File: config.mk
export PLATFORM = sky130hd
export DESIGN_NAME = ebi_core
export DESIGN_NICKNAME = d
export VERILOG_FILES = /design/src/ebi_pkg.sv /design/src/ebi_core.sv
export SDC_FILE = /design/constraint.sdc
export NUM_CORES = 1
export LEC_CHECK = 0
export ABC_AREA = 1
export BUFFER_PORTS_ARGS = -buffer_cell sky130_fd_sc_hd__buf_2
export CAP_MARGIN = 0
export CORE_ASPECT_RATIO = 1.5
export CORE_MARGIN = 3
export CORE_UTILIZATION = 45
export DETAILED_ROUTE_END_ITERATION = 8
export PLACE_DENSITY = 0.69
export SYNTH_ARGS = -nofsm -noshare
export SYNTH_HDL_FRONTEND = slang
export SYNTH_SLANG_ARGS = --single-unit
File: constraint.sdc
create_clock -name mclk -period 1.9 [get_ports mclk]
set_input_delay 0.57 -clock mclk [delete_from_list [all_inputs] [get_ports mclk]]
set_output_delay 0.57 -clock mclk [all_outputs]
set_load 0.1 [all_outputs]
File: src/ebi_pkg.sv
// package for the external bus pin interface: constants, types, states
// assumes an apb slave at 50 mhz with a synchronous active-high reset
package ebi_pkg;
    localparam logic [11:0] ADDR_CTRL   = 12'h000;
    localparam logic [11:0] ADDR_ADDR   = 12'h004;
    localparam logic [11:0] ADDR_WDATA  = 12'h008;
    localparam logic [11:0] ADDR_RDATA  = 12'h00C;
    localparam logic [11:0] ADDR_STATUS = 12'h010;
    localparam logic [11:0] ADDR_DIR    = 12'h014;
    localparam logic [11:0] ADDR_GPIO   = 12'h018;
    localparam logic [11:0] ADDR_PINS   = 12'h01C;
    localparam logic [11:0] ADDR_CMD    = 12'h020;

    // ctrl bit positions
    localparam int CTRL_BUS_EN  = 0;
    localparam int CTRL_MUX     = 1;
    localparam int CTRL_BUS16   = 2;
    localparam int CTRL_WRL     = 3;
    localparam int CTRL_RDY_EN  = 4;
    localparam int CTRL_W       = 5;
    localparam logic [4:0] CTRL_RESET = 5'h00;

    // cmd register bits
    localparam int CMD_WRITE = 0;
    localparam int CMD_HIGH  = 1;
    localparam int CMD_LOW   = 2;

    // phase lengths in cycles
    localparam logic [3:0] ALE_CYCLES    = 4'h1;
    localparam logic [3:0] STROBE_CYCLES = 4'h2;

    typedef enum logic [4:0] {
        ST_IDLE   = 5'b00001,
        ST_ALE    = 5'b00010,
        ST_STROBE = 5'b00100,
        ST_WAIT   = 5'b01000,
        ST_HOLD   = 5'b10000
    } ebi_state_t;

    typedef struct packed {
        logic [7:0] o;
        logic [7:0] oe;
    } ebi_pin8_t;

    typedef struct packed {
        ebi_state_t  st;
        logic [3:0]  cnt;
        logic [4:0]  ctrl;
        logic [23:0] addr;
        logic [15:0] wdata;
        logic [15:0] rdata;
        logic        wr;
        logic        hi;
        logic        lo;
        logic        done;
        logic        ext_fetch;
        logic        ea_seen;
        logic [39:0] dir;
        logic [39:0] gpio;
        logic [15:0] a_keep;
        logic        demux_seen;
        logic [31:0] prdata;
        logic        rd_ack;
        logic [1:0]  rdy_s;
        logic [1:0]  ea_s;
        logic [15:0] d0_s1;
        logic [15:0] d0_s2;
    } ebi_state_reg_t;
endpackage

File: src/ebi_core.sv
// external bus pin interface: apb registers, bus cycle engine and pins
// assumes all pin inputs are asynchronous and are synchronised here
//
// The register offsets and register access over APB were chosen for this implementation.
module ebi_core (
    input  wire logic        mclk,
    input  wire logic        rst,
    input  wire logic        psel,
    input  wire logic        penable,
    input  wire logic        pwrite,
    input  wire logic [11:0] paddr,
    input  wire logic [31:0] pwdata,
    output logic      [31:0] prdata,
    output logic             pready,
    output logic             pslverr,
    input  wire logic        ready_in,
    input  wire logic        ext_access_sel_n,
    output logic             read_strobe_n,
    output logic             write_strobe_pin_n,
    output logic             addr_latch_strobe,
    output logic             ext_fetch,
    output ebi_pkg::ebi_pin8_t segment_address_port,
    output ebi_pkg::ebi_pin8_t address_data_port_low,
    output ebi_pkg::ebi_pin8_t address_data_port_high,
    output ebi_pkg::ebi_pin8_t demux_address_port_low,
    output ebi_pkg::ebi_pin8_t demux_address_port_high,
    input  wire logic [15:0] address_data_port_in
);
    ebi_pkg::ebi_state_reg_t s_q;
    ebi_pkg::ebi_state_reg_t s_d;

    logic bus_en;
    logic mux;
    logic bus16;
    logic low_byte_write_strobe_mode;
    logic rdy_en;
    logic busy;
    logic acc;
    logic wr_acc;
    logic rd_acc;
    logic strobe_on;
    logic data_out;
    logic wr_qual;

    assign bus_en  = s_q.ctrl[ebi_pkg::CTRL_BUS_EN];
    assign mux     = s_q.ctrl[ebi_pkg::CTRL_MUX];
    assign bus16   = s_q.ctrl[ebi_pkg::CTRL_BUS16];
    assign low_byte_write_strobe_mode     = s_q.ctrl[ebi_pkg::CTRL_WRL];
    assign rdy_en  = s_q.ctrl[ebi_pkg::CTRL_RDY_EN];
    assign busy    = (s_q.st != ebi_pkg::ST_IDLE);
    assign acc     = psel && penable;
    assign wr_acc  = acc && pwrite;
    assign rd_acc  = acc && !pwrite;
    assign strobe_on = (s_q.st == ebi_pkg::ST_STROBE)
                     || (s_q.st == ebi_pkg::ST_WAIT);
    assign data_out  = s_q.wr && (strobe_on
                     || (s_q.st == ebi_pkg::ST_HOLD));
    // write strobe qualification by mode
    assign wr_qual = !low_byte_write_strobe_mode || !bus16 || s_q.lo;

    // merge a bus function onto a port half; gpio where not used
    function automatic ebi_pkg::ebi_pin8_t pin_mux(
        input logic       use_bus,
        input logic [7:0] bus_val,
        input logic       bus_oe,
        input logic [7:0] gp_val,
        input logic [7:0] gp_dir);
        ebi_pkg::ebi_pin8_t p;
        p.o  = use_bus ? bus_val : gp_val;
        p.oe = use_bus ? {8{bus_oe}} : gp_dir;
        return p;
    endfunction

    always_comb begin
        s_d = s_q;
        s_d.rdy_s = {s_q.rdy_s[0], ready_in};
        s_d.ea_s  = {s_q.ea_s[0], ext_access_sel_n};
        s_d.d0_s1 = address_data_port_in;
        s_d.d0_s2 = s_q.d0_s1;
        s_d.prdata = 32'h0000_0000;
        // read word registered first, ready follows one cycle later
        s_d.rd_ack = rd_acc && !s_q.rd_ack;
        // external-access select sampled on the first cycle after reset
        if (!s_q.ea_seen) begin
            s_d.ext_fetch = !s_q.ea_s[1];
            s_d.ea_seen   = 1'b1;
        end
        if (wr_acc) begin
            unique case (paddr)
                ebi_pkg::ADDR_CTRL:  s_d.ctrl = pwdata[4:0];
                ebi_pkg::ADDR_ADDR:  s_d.addr = pwdata[23:0];
                ebi_pkg::ADDR_WDATA: s_d.wdata = pwdata[15:0];
                ebi_pkg::ADDR_DIR:   s_d.dir[31:0] = pwdata;
                ebi_pkg::ADDR_GPIO:  s_d.gpio[31:0] = pwdata;
                ebi_pkg::ADDR_PINS: begin
                    s_d.dir[39:32]  = pwdata[7:0];
                    s_d.gpio[39:32] = pwdata[15:8];
                end
                ebi_pkg::ADDR_CMD: begin
                    if (!busy && bus_en) begin
                        s_d.wr   = pwdata[ebi_pkg::CMD_WRITE];
                        s_d.hi   = pwdata[ebi_pkg::CMD_HIGH];
                        s_d.lo   = pwdata[ebi_pkg::CMD_LOW];
                        s_d.done = 1'b0;
                        s_d.cnt  = mux ? ebi_pkg::ALE_CYCLES
                                       : ebi_pkg::STROBE_CYCLES;
                        s_d.st   = mux ? ebi_pkg::ST_ALE
                                       : ebi_pkg::ST_STROBE;
                    end
                end
                default: ;
            endcase
        end
        if (rd_acc && !s_q.rd_ack) begin
            unique case (paddr)
                ebi_pkg::ADDR_CTRL:   s_d.prdata = {27'h0, s_q.ctrl};
                ebi_pkg::ADDR_ADDR:   s_d.prdata = {8'h00, s_q.addr};
                ebi_pkg::ADDR_WDATA:  s_d.prdata = {16'h0000, s_q.wdata};
                ebi_pkg::ADDR_RDATA:  s_d.prdata = {16'h0000, s_q.rdata};
                ebi_pkg::ADDR_STATUS: s_d.prdata = {28'h0, s_q.rdy_s[1],
                                        s_q.ext_fetch, s_q.done, busy};
                ebi_pkg::ADDR_DIR:    s_d.prdata = s_q.dir[31:0];
                ebi_pkg::ADDR_GPIO:   s_d.prdata = s_q.gpio[31:0];
                ebi_pkg::ADDR_PINS:   s_d.prdata = {16'h0000,
                                        s_q.gpio[39:32], s_q.dir[39:32]};
                default:              s_d.prdata = 32'h0000_0000;
            endcase
        end
        if (bus_en && !mux) begin
            s_d.demux_seen = 1'b1;
            s_d.a_keep     = s_q.addr[15:0];
        end
        unique case (s_q.st)
            ebi_pkg::ST_IDLE: ;
            ebi_pkg::ST_ALE: begin
                s_d.cnt = s_q.cnt - 4'h1;
                if (s_q.cnt == 4'h1) begin
                    s_d.st  = ebi_pkg::ST_STROBE;
                    s_d.cnt = ebi_pkg::STROBE_CYCLES;
                end
            end
            ebi_pkg::ST_STROBE: begin
                s_d.cnt = s_q.cnt - 4'h1;
                if (s_q.cnt == 4'h1) begin
                    s_d.st = ebi_pkg::ST_WAIT;
                end
            end
            ebi_pkg::ST_WAIT: begin
                // waits while ready held high and rdy_en is set
                if (!(rdy_en && s_q.rdy_s[1])) begin
                    s_d.st = ebi_pkg::ST_HOLD;
                    if (!s_q.wr) begin
                        s_d.rdata = s_q.d0_s2;
                    end
                end
            end
            ebi_pkg::ST_HOLD: begin
                s_d.st   = ebi_pkg::ST_IDLE;
                s_d.done = 1'b1;
            end
            default: s_d.st = ebi_pkg::ST_IDLE;
        endcase
        if (rst) begin
            s_d = '0;
            s_d.st   = ebi_pkg::ST_IDLE;
            s_d.ctrl = ebi_pkg::CTRL_RESET;
            // synchronisers keep sampling so the strap is valid at release
            s_d.rdy_s = {s_q.rdy_s[0], ready_in};
            s_d.ea_s  = {s_q.ea_s[0], ext_access_sel_n};
        end
    end

    always_ff @(posedge mclk) begin
        s_q <= s_d;
    end

    logic [7:0] ad_lo;
    logic [7:0] ad_hi;
    logic       ad_lo_oe;
    logic       ad_hi_oe;
    logic       hi_bus;
    logic       addr_phase;

    assign addr_phase = (s_q.st == ebi_pkg::ST_ALE);
    // multiplexed: address in latch phase, data after; 8-bit mode keeps address on the high byte
    always_comb begin
        if (mux) begin
            ad_lo    = addr_phase ? s_q.addr[7:0] : s_q.wdata[7:0];
            ad_hi    = (addr_phase || !bus16) ? s_q.addr[15:8]
                                               : s_q.wdata[15:8];
            ad_lo_oe = addr_phase || data_out;
            ad_hi_oe = addr_phase || data_out || (busy && !bus16);
        end else begin
            ad_lo    = s_q.wdata[7:0];
            ad_hi    = s_q.wdata[15:8];
            ad_lo_oe = data_out;
            ad_hi_oe = data_out;
        end
    end
    assign hi_bus = bus_en && (mux || bus16);

    assign segment_address_port = pin_mux(bus_en, s_q.addr[23:16], 1'b1,
        s_q.gpio[7:0], s_q.dir[7:0]);
    assign address_data_port_low = pin_mux(bus_en, ad_lo, ad_lo_oe,
        s_q.gpio[15:8], s_q.dir[15:8]);
    assign address_data_port_high = pin_mux(hi_bus, ad_hi, ad_hi_oe,
        s_q.gpio[23:16], s_q.dir[23:16]);
    assign demux_address_port_low = pin_mux(s_q.demux_seen,
        s_q.a_keep[7:0], 1'b1, s_q.gpio[31:24], s_q.dir[31:24]);
    assign demux_address_port_high = pin_mux(s_q.demux_seen,
        s_q.a_keep[15:8], 1'b1, s_q.gpio[39:32], s_q.dir[39:32]);

    assign read_strobe_n      = !(strobe_on && !s_q.wr);
    assign write_strobe_pin_n = !(strobe_on && s_q.wr && wr_qual);
    assign addr_latch_strobe  = addr_phase && mux;
    assign ext_fetch          = s_q.ext_fetch;
    assign prdata             = s_q.prdata;
    assign pready             = !rd_acc || s_q.rd_ack;
    assign pslverr            = 1'b0;
endmodule

==> results.yml, run 1 <==
floorplan:
  die_w_um: 131
  die_y_um: 194
  rows: 68
  dieArea_um2: 25400
  boundaryPins: 185
  core_um2: 23100
  start_util_pct: 45.8
yosys:
  synth_edf_count: 0
  syn_nets: 1517
  ys.flop_type: "dfxtp_1"
  syn_area_um2: 10600
  synth_cell_types: 32
  ys_seq_area_share_pct: 45.7
  synthCells: 1448
  postSynthAreaPerCell_um2: 7.29
  async_flop_share_pct: 0
  synth_seq_cells: 241
  yosys_warnings: 0
pwr:
  vdd_drop_max_mv: 0.781
  comb_power_share_pct: 4.4
  power_density_nw_per_um2: 623
  p_switching_mw: 2.32
  seqPwrFrac_pct: 50.0
  p_leak_nw: 6.72
  power_mw: 10.2
  swShare_pct: 22.7
  clockPowerShare_pct: 45.6
  p_int_mw: 7.88
detailed_routing:
  drtAntennaViolNets: 0
  drc: 0
  viasPerCell: 5.44
  routed_wl_mm: 38.4
  vias: 10839
  wl_per_cell_um: 19.3
  drtIter0Drc: 838
  firstDrtPassIters: 6
cells_and_area:
  n_antenna_cell: 0
  n_fill_cell: 1732
  nets: 1731
  syn_to_final_growth_pct: 55.0
  layout_common_cells: "234 x dfxtp_1, 192 x inv_1, 160 x o21ai_0"
  drive_gt1_share_pct: 33.8
  final_common_cell: "dfxtp_1"
worst_setup_path:
  r2r-start: "s_q[239]"
  regToRegSetupSlack_ns: -0.59
  path_cells: "buf_4 -> nand3_1 -> o21ai_4 -> o21ai_4 -> nand2_4 -> nand2_8 -> o21ai_4 -> buf_12"
  required_ns: 1.33
  critPathMaxFanout: 8
  cp_common_cell: "o21ai_4"
  start_kind: "flop"
  critPathTopFamily: "compound AO/OA/AOI/OAI gates"
  slowest_stage: "dfxtp_2"
  critPathKind: "flop to output port"
  arrival_ns: 2.04
  crit_start: "s_q[239]"
  cp_num_buf_inv: 2
  endpoint_kind: "output port"
  critPathMaxStageDelay_ns: 0.36
sta:
  finalHoldViolCount: 0
  setup_ws_ns: -0.711
  tightest_slew_ns: 0.524
  setup_viol: 103
  grt_setup_unrepaired: "yes"
  skew_ns: 0.0119
  fmax_ghz: 0.383
  final.period_utilization_pct: 137
  fin_crit_ns: 2.61
  max_slew_margin_pct: 65.3
  drv_slew: 0
  fin_setup_tns_ns: -42.14
placement:
  portBuffers: 183
  place_ws_ns: -0.236
  dpl.hpwl_mm: 26.5
  place.gp.congestion: 0.966
global_route:
  antenna_found_initial: 2
  grt-ovfl-total: 0
  grt_pass1_wl_mm: 58.1
  grt_max_degree: 83
  track_usage_pct: 29.1
  grt_pass1_vias: 10590
worst_hold_path:
  min_path_type: "primary input to flop"
  hold_path_startpoint: "ext_access_sel_n"
clocking:
  htree_levels: 1
  clkTransAtPathRegs_ns: 0.06
  root_buffer: "clkbuf_16"
  cts_tree: "yes"
  clock_latency_ns: 0.52
  clock_tree.buffer_depth: 3
  cts_made_buffers: 23
  cts.sinks: 241
run_status:
  violations: "negative setup slack"
  status: "finished, violations left"
flow_run:
  maxCapViolCount: 0
[routing by layer]
metal	part of all wire [%]	vias up	routed length, µm	global-route usage (%)
li1	-	5145	-	-
met1	34	5030	13200	32.1
met2	51	502	19800	51.9
met3	6.6	158	2540	4.02
met4	7.6	4	2920	16.7
met5	0.055	-	21	0
[Yosys cell counts (3+ instances only)]
master | number | share of area [%]
a21oi_1 | 165 | 7.8
a21oi_2 | 17 | 1.4
buf_1 | 7 | 0.25
buf_2 | 31 | 1.5
buf_4 | 36 | 2.6
buf_6 | 7 | 0.75
clkbuf_1 | 44 | 1.6
dfxtp_1 | 241 | 46
inv_1 | 204 | 7.2
inv_2 | 4 | 0.14
nand2_1 | 141 | 5.0
nand2_2 | 7 | 0.41
nand3_1 | 73 | 3.5
nand4_1 | 42 | 2.5
nor2_1 | 137 | 4.9
nor2_2 | 3 | 0.18
nor2_4 | 4 | 0.43
nor3_1 | 13 | 0.62
o21ai_0 | 232 | 11
o21ai_1 | 17 | 0.81
o22ai_1 | 9 | 0.53
[metrics by stage]
step                      instance area, µm²  hold WS (ns)  util (%)  cells
after global placement                 14300         0.311      62.0   1917
final                                  16400         0.150      71.0   1994
after CTS                              16100         0.140      69.8   1986
after detailed placement               14300         0.313      62.0   1917
after global routing                   16400         0.148      71.0   1994
after floorplan                        11500         0.310         -   1448
[path summary, 6_finish.rpt]
| kind | cells after the start | endpoint |
|---|---|---|
| max | 8 | address_data_port_high[0] |
| min | 1 | s_q[32] |
| max reg2reg | 17 | s_q[175] |
| min reg2reg | 0 | s_q[33] |
[timing repair]
action                     in CTS  in global routing
pin swaps                      51                 20
setup endpoints to repair      84                103
setup buffers                  20                  7
gates resized for setup       146                 40
gates cloned                   10                  2
hold buffers                    0                  0
[cells by family (layout without fill, tap and decap cells)]
group / Yosys count / after routing / synth area share [%]
flip-flops: 241 / 241 / 45.7
AO/OA/AOI/OAI: 446 / 446 / 22.0
other: 1 / 1 / 0.0355
XOR/XNOR: 1 / 1 / 0.0829
AND/OR/NAND/NOR: 424 / 425 / 18.0
adder cells (fa/ha/maj): 2 / 2 / 0.237
buffers and inverters: 333 / 563 / 14.0
[final cells by class]
| cell class | instances | area (µm²) | area share (%) |
|---|---|---|---|
| Sequential cell | 241 | 4840 | 29.6 |
| Timing Repair Buffer | 313 | 3840 | 23.5 |
| Multi-Input combinational cell | 875 | 5730 | 35.0 |
| Clock inverter | 9 | 110 | 0.673 |
| Clock buffer | 33 | 643 | 3.93 |
| Inverter | 208 | 808 | 4.94 |
| Tap cell | 315 | 394 | 2.41 |
[worst reg2reg max path, delay by kind of cell (launching register included)]
kind,cells,cell delay (ns)
simple gates,5,0.60
buf+inv,11,1.42
flops,1,0.34
compound gates,1,0.07
[power by group through the flow]
stage | sequential (mW) | clock [mW] | combinational [mW]
finish | 5.10 | 4.66 | 0.448
global route | 5.10 | 4.88 | 0.487
CTS | 5.10 | 4.69 | 0.433
detailed placement | 5.22 | 0 | 0.429
global placement | 5.22 | 0 | 0.424
floorplan | 5.22 | 0 | 0.210
[state kept, by name (all words and copies together) (netlist names)]
| register | flops |
|---|---|
| ext_fetch | 1 |
| bus16 | 1 |
| bus_en | 1 |
| s_q | 203 |
| mux | 1 |
| low_byte_write_strobe_mode | 1 |
| prdata | 32 |
| rdy_en | 1 |
(Power assumes the default switching activity.)
==> inputs of run 2 (changes only) <==
ABC_AREA = not set   (was 1)
ABC_CLOCK_PERIOD_IN_PS = 1900   (was not set)
==> results.yml, run 2 <==
sta:
  skew_ns: 0.0178
  finalHoldViolCount: 0
  fin_crit_ns: 2.78
  grt_setup_unrepaired: "yes"
  final.period_utilization_pct: 146
  tightest_slew_ns: 0.662
  setup_ws_ns: -0.880
  setup_viol: 90
  fmax_ghz: 0.360
  max_slew_margin_pct: 55.9
  fin_setup_tns_ns: -39.40
  drv_slew: 0
detailed_routing:
  routed_wl_mm: 37.4
  drtAntennaViolNets: 0
  drtIter0Drc: 890
  firstDrtPassIters: 5
  viasPerCell: 5.65
  vias: 10077
  wl_per_cell_um: 21.0
  drc: 0
worst_setup_path:
  arrival_ns: 2.21
  critPathKind: "flop to output port"
  endpoint_kind: "output port"
  critPathMaxFanout: 5
  required_ns: 1.33
  start_kind: "flop"
clocking:
  clkTransAtPathRegs_ns: 0.06
  cts_made_buffers: 23
  cts.sinks: 241
  clock_tree.buffer_depth: 3
  root_buffer: "clkbuf_16"
  ctsHoldBuffers: 0
  cts_tree: "yes"
  htree_levels: 1
  clock_latency_ns: 0.53
run_status:
  status: "finished, violations left"
  violations: "negative setup slack"
yosys:
  syn_nets: 1326
  synthCells: 1257
  synth_mux_area_share_pct: 10.6
  synth_xor_area_share_pct: 0.169
  synth_area_leader_cell: "dfxtp_1"
  synth_cell_types: 59
  yosys_warnings: 0
  synthTopCellsByArea: "dfxtp_1 47%, nand2_1 11%, a21oi_1 8.3%"
  synthAdderAreaFrac_pct: 0.242
  ys_seq_area_share_pct: 46.7
  postSynthAreaPerCell_um2: 8.22
  synth_seq_cells: 241
  netlist.area_leader.share_pct: 46.7
  synth_compound_area_share_pct: 13.3
  async_flop_share_pct: 0
  yosysMostFrequentCell: "nand2_1"
  syn_area_um2: 10300
  synth_edf_count: 0
  synth_top_family_by_area: "simple AND/OR/NAND/NOR gates"
  synthSimpleGateAreaFrac_pct: 22.8
  synth_common_cells: "316 x nand2_1, 241 x dfxtp_1, 172 x a21oi_1, 90 x nor2_1, 67 x clkbuf_1"
  ys.flop_type: "dfxtp_1"
global_route:
  grt_max_degree: 155
  antenna_found_initial: 0
  grt_pass1_vias: 9944
  grt_pass1_wl_mm: 56.8
  grt-ovfl-total: 0
  track_usage_pct: 29.7
pwr:
  vdd_drop_max_mv: 0.748
  power_density_nw_per_um2: 667
  p_leak_nw: 5.76
placement:
  place_ws_ns: -0.420
  dpl.hpwl_mm: 25.7
  portBuffers: 183
  place.gp.congestion: 0.919
floorplan:
  boundaryPins: 185
  dieArea_um2: 24900
  core_um2: 22500
  die_y_um: 192
  start_util_pct: 46.0
  die_w_um: 130
  rows: 67
cells_and_area:
  final_common_cell: "nand2_1"
  top_register: "s_q"
  n_antenna_cell: 0
  drive_gt1_share_pct: 34.3
  nets: 1563
  syn_to_final_growth_pct: 48.9
  largest_reg_flops: 203
  n_fill_cell: 1709
  layout_common_cells: "304 x nand2_1, 235 x dfxtp_1, 163 x a21oi_1"
worst_hold_path:
  min_path_type: "primary input to flop"
flow_run:
  maxCapViolCount: 0
## run 2: cell count changes in the layout (fill, tap and decap cells not counted), moves of 22 or more
| cell | delta |
|---|---|
| a21oi_2 | -22 |
| buf_4 | +41 |
| inv_1 | -179 |
| mux2_4 | +24 |
| mux2i_1 | +51 |
| nand2_1 | +223 |
| nand2_4 | -32 |
| nand3_1 | -58 |
| nand4_1 | -37 |
| nor2_1 | -47 |
| nor2b_1 | +36 |
| o21ai_0 | -156 |
| o21ai_4 | -52 |
| or2_4 | +25 |
## run 2: layout make-up
cell class                      count  area, µm²  area share, %
Multi-Input combinational cell    884       5740           37.3
Sequential cell                   241       4840           31.4
Timing Repair Buffer              331       3660           23.8
Clock buffer                       31        657           4.27
Tap cell                          276        345           2.24
Clock inverter                      6       95.1          0.618
Inverter                           13       48.8          0.317
## run 2: kinds of logic (layout without fill, tap and decap cells)
| family | count (synthesis) | count (layout) |
|---|---|---|
| other cells | 1 | 1 |
| buf+inv | 132 | 381 |
| compound gates | 247 | 247 |
| flops | 241 | 241 |
| mux | 101 | 101 |
| fa+ha+maj | 2 | 2 |
| simple gates | 531 | 531 |
| xor+xnor | 2 | 2 |
## run 2: metal layers
layer  vias up  global-route usage [%]  wire, µm
li1       4654                       -         -
met1      4720                    34.7     13400
met2       553                    50.1     18200
met3       150                    4.90      3110
met4         0                    18.6      2760
met5         -                       0         0
## run 2: where the power goes
part | total (mW) | switching (mW) | internal (mW)
Sequential | 5.10 | 0.0117 | 5.09
Combinational | 0.495 | 0.304 | 0.192
Clock | 4.67 | 1.97 | 2.70
## run 2: critical path: stages, from the launching register on
cell     delay, ns
dfxtp_2       0.33
buf_6         0.12
nor3_4        0.19
and3_4        0.28
buf_12        0.17
mux2i_4       0.29
a21oi_4       0.10
buf_12        0.17
## run 2: what timing repair did
item,CTS,global route
setup buffers,11,4
gates resized for setup,82,17
pin swaps,25,9
gates cloned,5,0
endpoints found under the setup margin,88,114
## run 2: through the flow
step | instances | hold slack, ns | cell area (µm²) | total power [mW] | utilization (%)
after floorplan | 1257 | 0.310 | 11200 | 5.44 | -
after global routing | 1782 | 0.135 | 15400 | 10.5 | 68.5
final | 1782 | 0.148 | 15400 | 10.3 | 68.5
after global placement | 1736 | 0.320 | 14200 | 5.69 | 63.1
after detailed placement | 1736 | 0.317 | 14200 | 5.70 | 63.1
after CTS | 1780 | 0.139 | 15300 | 10.3 | 68.3
## run 2: worst paths after layout
kind                            cells past startpoint  slack (ns)                        end        startpoint
worst max-delay path                                7       -0.88  address_data_port_low[15]          s_q[241]
worst min-delay path                                1        0.15                    s_q[32]  ext_access_sel_n
worst max register to register                      5       -0.12                   s_q[233]            bus_en
worst min register to register                      0        0.33                    s_q[35]           s_q[34]
==> inputs of run 3 (changes only) <==
CORE_UTILIZATION = 50   (was 45)
PLACE_DENSITY = 0.76   (was 0.69)
==> results.yml, run 3 (synthesis gave the netlist of run 2 again) <==
sta:
  grt_setup_unrepaired: "yes"
  tightest_slew_ns: 0.493
  fin_setup_tns_ns: -42.91
  setup_viol: 88
  whs_ns: 0.157
  skew_ns: 0.0141
  fin_crit_ns: 2.85
  final.period_utilization_pct: 150
  setup_ws_ns: -0.948
  max_slew_margin_pct: 66.9
  drv_slew: 0
  fmax_ghz: 0.351
  finalHoldViolCount: 0
floorplan:
  rows: 63
  boundaryPins: 185
  dieArea_um2: 22500
  start_util_pct: 51.6
  die_y_um: 182
  die_w_um: 123
  core_um2: 20000
global_route:
  antenna_found_initial: 0
  grt_pass1_wl_mm: 60.2
  track_usage_pct: 34.8
  grt-ovfl-total: 0
  grt_max_degree: 90
  grt_pass1_vias: 10795
pwr:
  clockPowerShare_pct: 45.6
  p_int_mw: 7.99
  p_leak_nw: 5.94
  swShare_pct: 22.5
  comb_power_share_pct: 5.0
  p_switching_mw: 2.32
  vdd_drop_max_mv: 0.784
  power_mw: 10.3
  seqPwrFrac_pct: 49.5
  power_density_nw_per_um2: 656
detailed_routing:
  wl_per_cell_um: 22.1
  drtIter0Drc: 1267
  vias: 10579
  routed_wl_mm: 39.8
  viasPerCell: 5.89
  drtAntennaViolNets: 0
  firstDrtPassIters: 6
  drc: 0
worst_setup_path:
  required_ns: 1.33
  regToRegSetupSlack_ns: -0.09
  endpoint_kind: "output port"
  path_cells: "or3_4 -> o21ai_4 -> nand2_4 -> buf_6 -> mux2i_2 -> o21ai_4 -> buf_12"
  cp_num_buf_inv: 2
  critPathKind: "flop to output port"
  arrival_ns: 2.28
  rr_worst_depth: 7
  critPathMaxStageDelay_ns: 0.38
  slowest_stage: "or3_4"
  critPathMaxFanout: 6
  cp_common_cell: "o21ai_4"
  r2r-start: "s_q[234]"
  critPathTopFamily: "simple AND/OR/NAND/NOR gates"
  r2r-end: "s_q[239]"
  start_kind: "flop"
cells_and_area:
  top_register: "s_q"
  largest_reg_flops: 203
  final_common_cell: "nand2_1"
  nets: 1588
  syn_to_final_growth_pct: 52.0
  drive_gt1_share_pct: 36.3
  layout_common_cells: "305 x nand2_1, 235 x dfxtp_1, 163 x a21oi_1"
  n_antenna_cell: 0
  final_area_um2: 15700
run_status:
  status: "finished, violations left"
  violations: "negative setup slack"
placement:
  dpl_cell_area_um2: 14200
  portBuffers: 183
  dpl.hpwl_mm: 27.0
  place.gp.congestion: 0.950
clocking:
  clkTransAtPathRegs_ns: 0.06
  cts_made_buffers: 23
  cts.sinks: 241
  htree_levels: 1
  ctsHoldBuffers: 0
  clock_latency_ns: 0.52
  clock_tree.buffer_depth: 3
  cts_tree: "yes"
  root_buffer: "clkbuf_16"
worst_hold_path:
  hold_depth: 1
  hold_path_startpoint: "ext_access_sel_n"
  holdPathEnd: "s_q[32]"
  min_path_type: "primary input to flop"
flow_run:
  maxCapViolCount: 0
run 3: cell types whose count changed in the layout (fill, tap and decap cells not counted), moves of 2 or more:
cell	previous run	this run
buf_6	12	18
clkinv_2	3	7
clkbuf_8	3	5
buf_12	99	106
nand3_1	13	11
buf_8	6	3
mux2i_2	3	5
buf_4	113	128
nand3_2	0	2
inv_6	0	2
run 3: worst register-to-register path, cell delays in order (launching register included):
cell and delay, ns:
dfxtp_1 0.31, inv_1 0.07, ha_1 0.17, or3b_2 0.49, nor3_1 0.41, buf_4 0.20, nor2_1 0.04, a221oi_1 0.21
run 3: worst max-delay path by stage:
stage | startpoint | cells past startpoint | slack [ns] | to
floorplan | s_q[239] | 6 | -0.52 | address_data_port_high[10]
global placement | s_q[239] | 6 | -0.53 | address_data_port_low[3]
detailed placement | s_q[239] | 6 | -0.54 | address_data_port_low[3]
CTS | s_q[239] | 7 | -0.96 | address_data_port_high[13]
global route | s_q[239] | 7 | -0.97 | address_data_port_high[13]
finish | s_q[239] | 7 | -0.95 | address_data_port_high[13]
run 3: timing repair:
item | in CTS | in global routing
pin swaps | 24 | 21
cloned | 7 | 0
gates resized for setup | 86 | 29
buffers inserted | 26 | 13
setup endpoints to repair | 102 | 122
run 3: layer usage:
layer	global-route usage [%]	share of wire (%)	vias to the layer above
met5	0	0	-
met4	23.5	7.5	0
met3	6.76	8.4	171
met2	59.5	49	647
met1	38.2	35	5033
li1	-	-	4728
run 3: area by class of cell:
| type | instances | area, µm² |
|---|---|---|
| Sequential cell | 241 | 4840 |
| Clock buffer | 31 | 656 |
| Tap cell | 260 | 325 |
| Clock inverter | 11 | 113 |
| Multi-Input combinational cell | 884 | 5800 |
| Fill cell | 1275 | 4310 |
| Timing Repair Buffer | 356 | 3930 |
| Inverter | 13 | 48.8 |
run 3: stage by stage:
stage	utilization [%]	std cells	setup slack, ns
after floorplan	-	1257	-0.524
after global placement	70.9	1722	-0.526
after detailed placement	70.9	1722	-0.539
after CTS	78.1	1792	-0.959
after global routing	78.5	1796	-0.969
final	78.5	1796	-0.948
run 3: power by group through the flow:
stage / Clock, mW / Sequential, mW / Combinational [mW]
2_1_floorplan: 0 / 5.22 / 0.220
3_3_place_gp: 0 / 5.21 / 0.488
3_5_place_dp: 0 / 5.22 / 0.492
4_1_cts: 4.72 / 5.10 / 0.500
5_1_grt: 4.89 / 5.10 / 0.540
6_report: 4.70 / 5.10 / 0.512
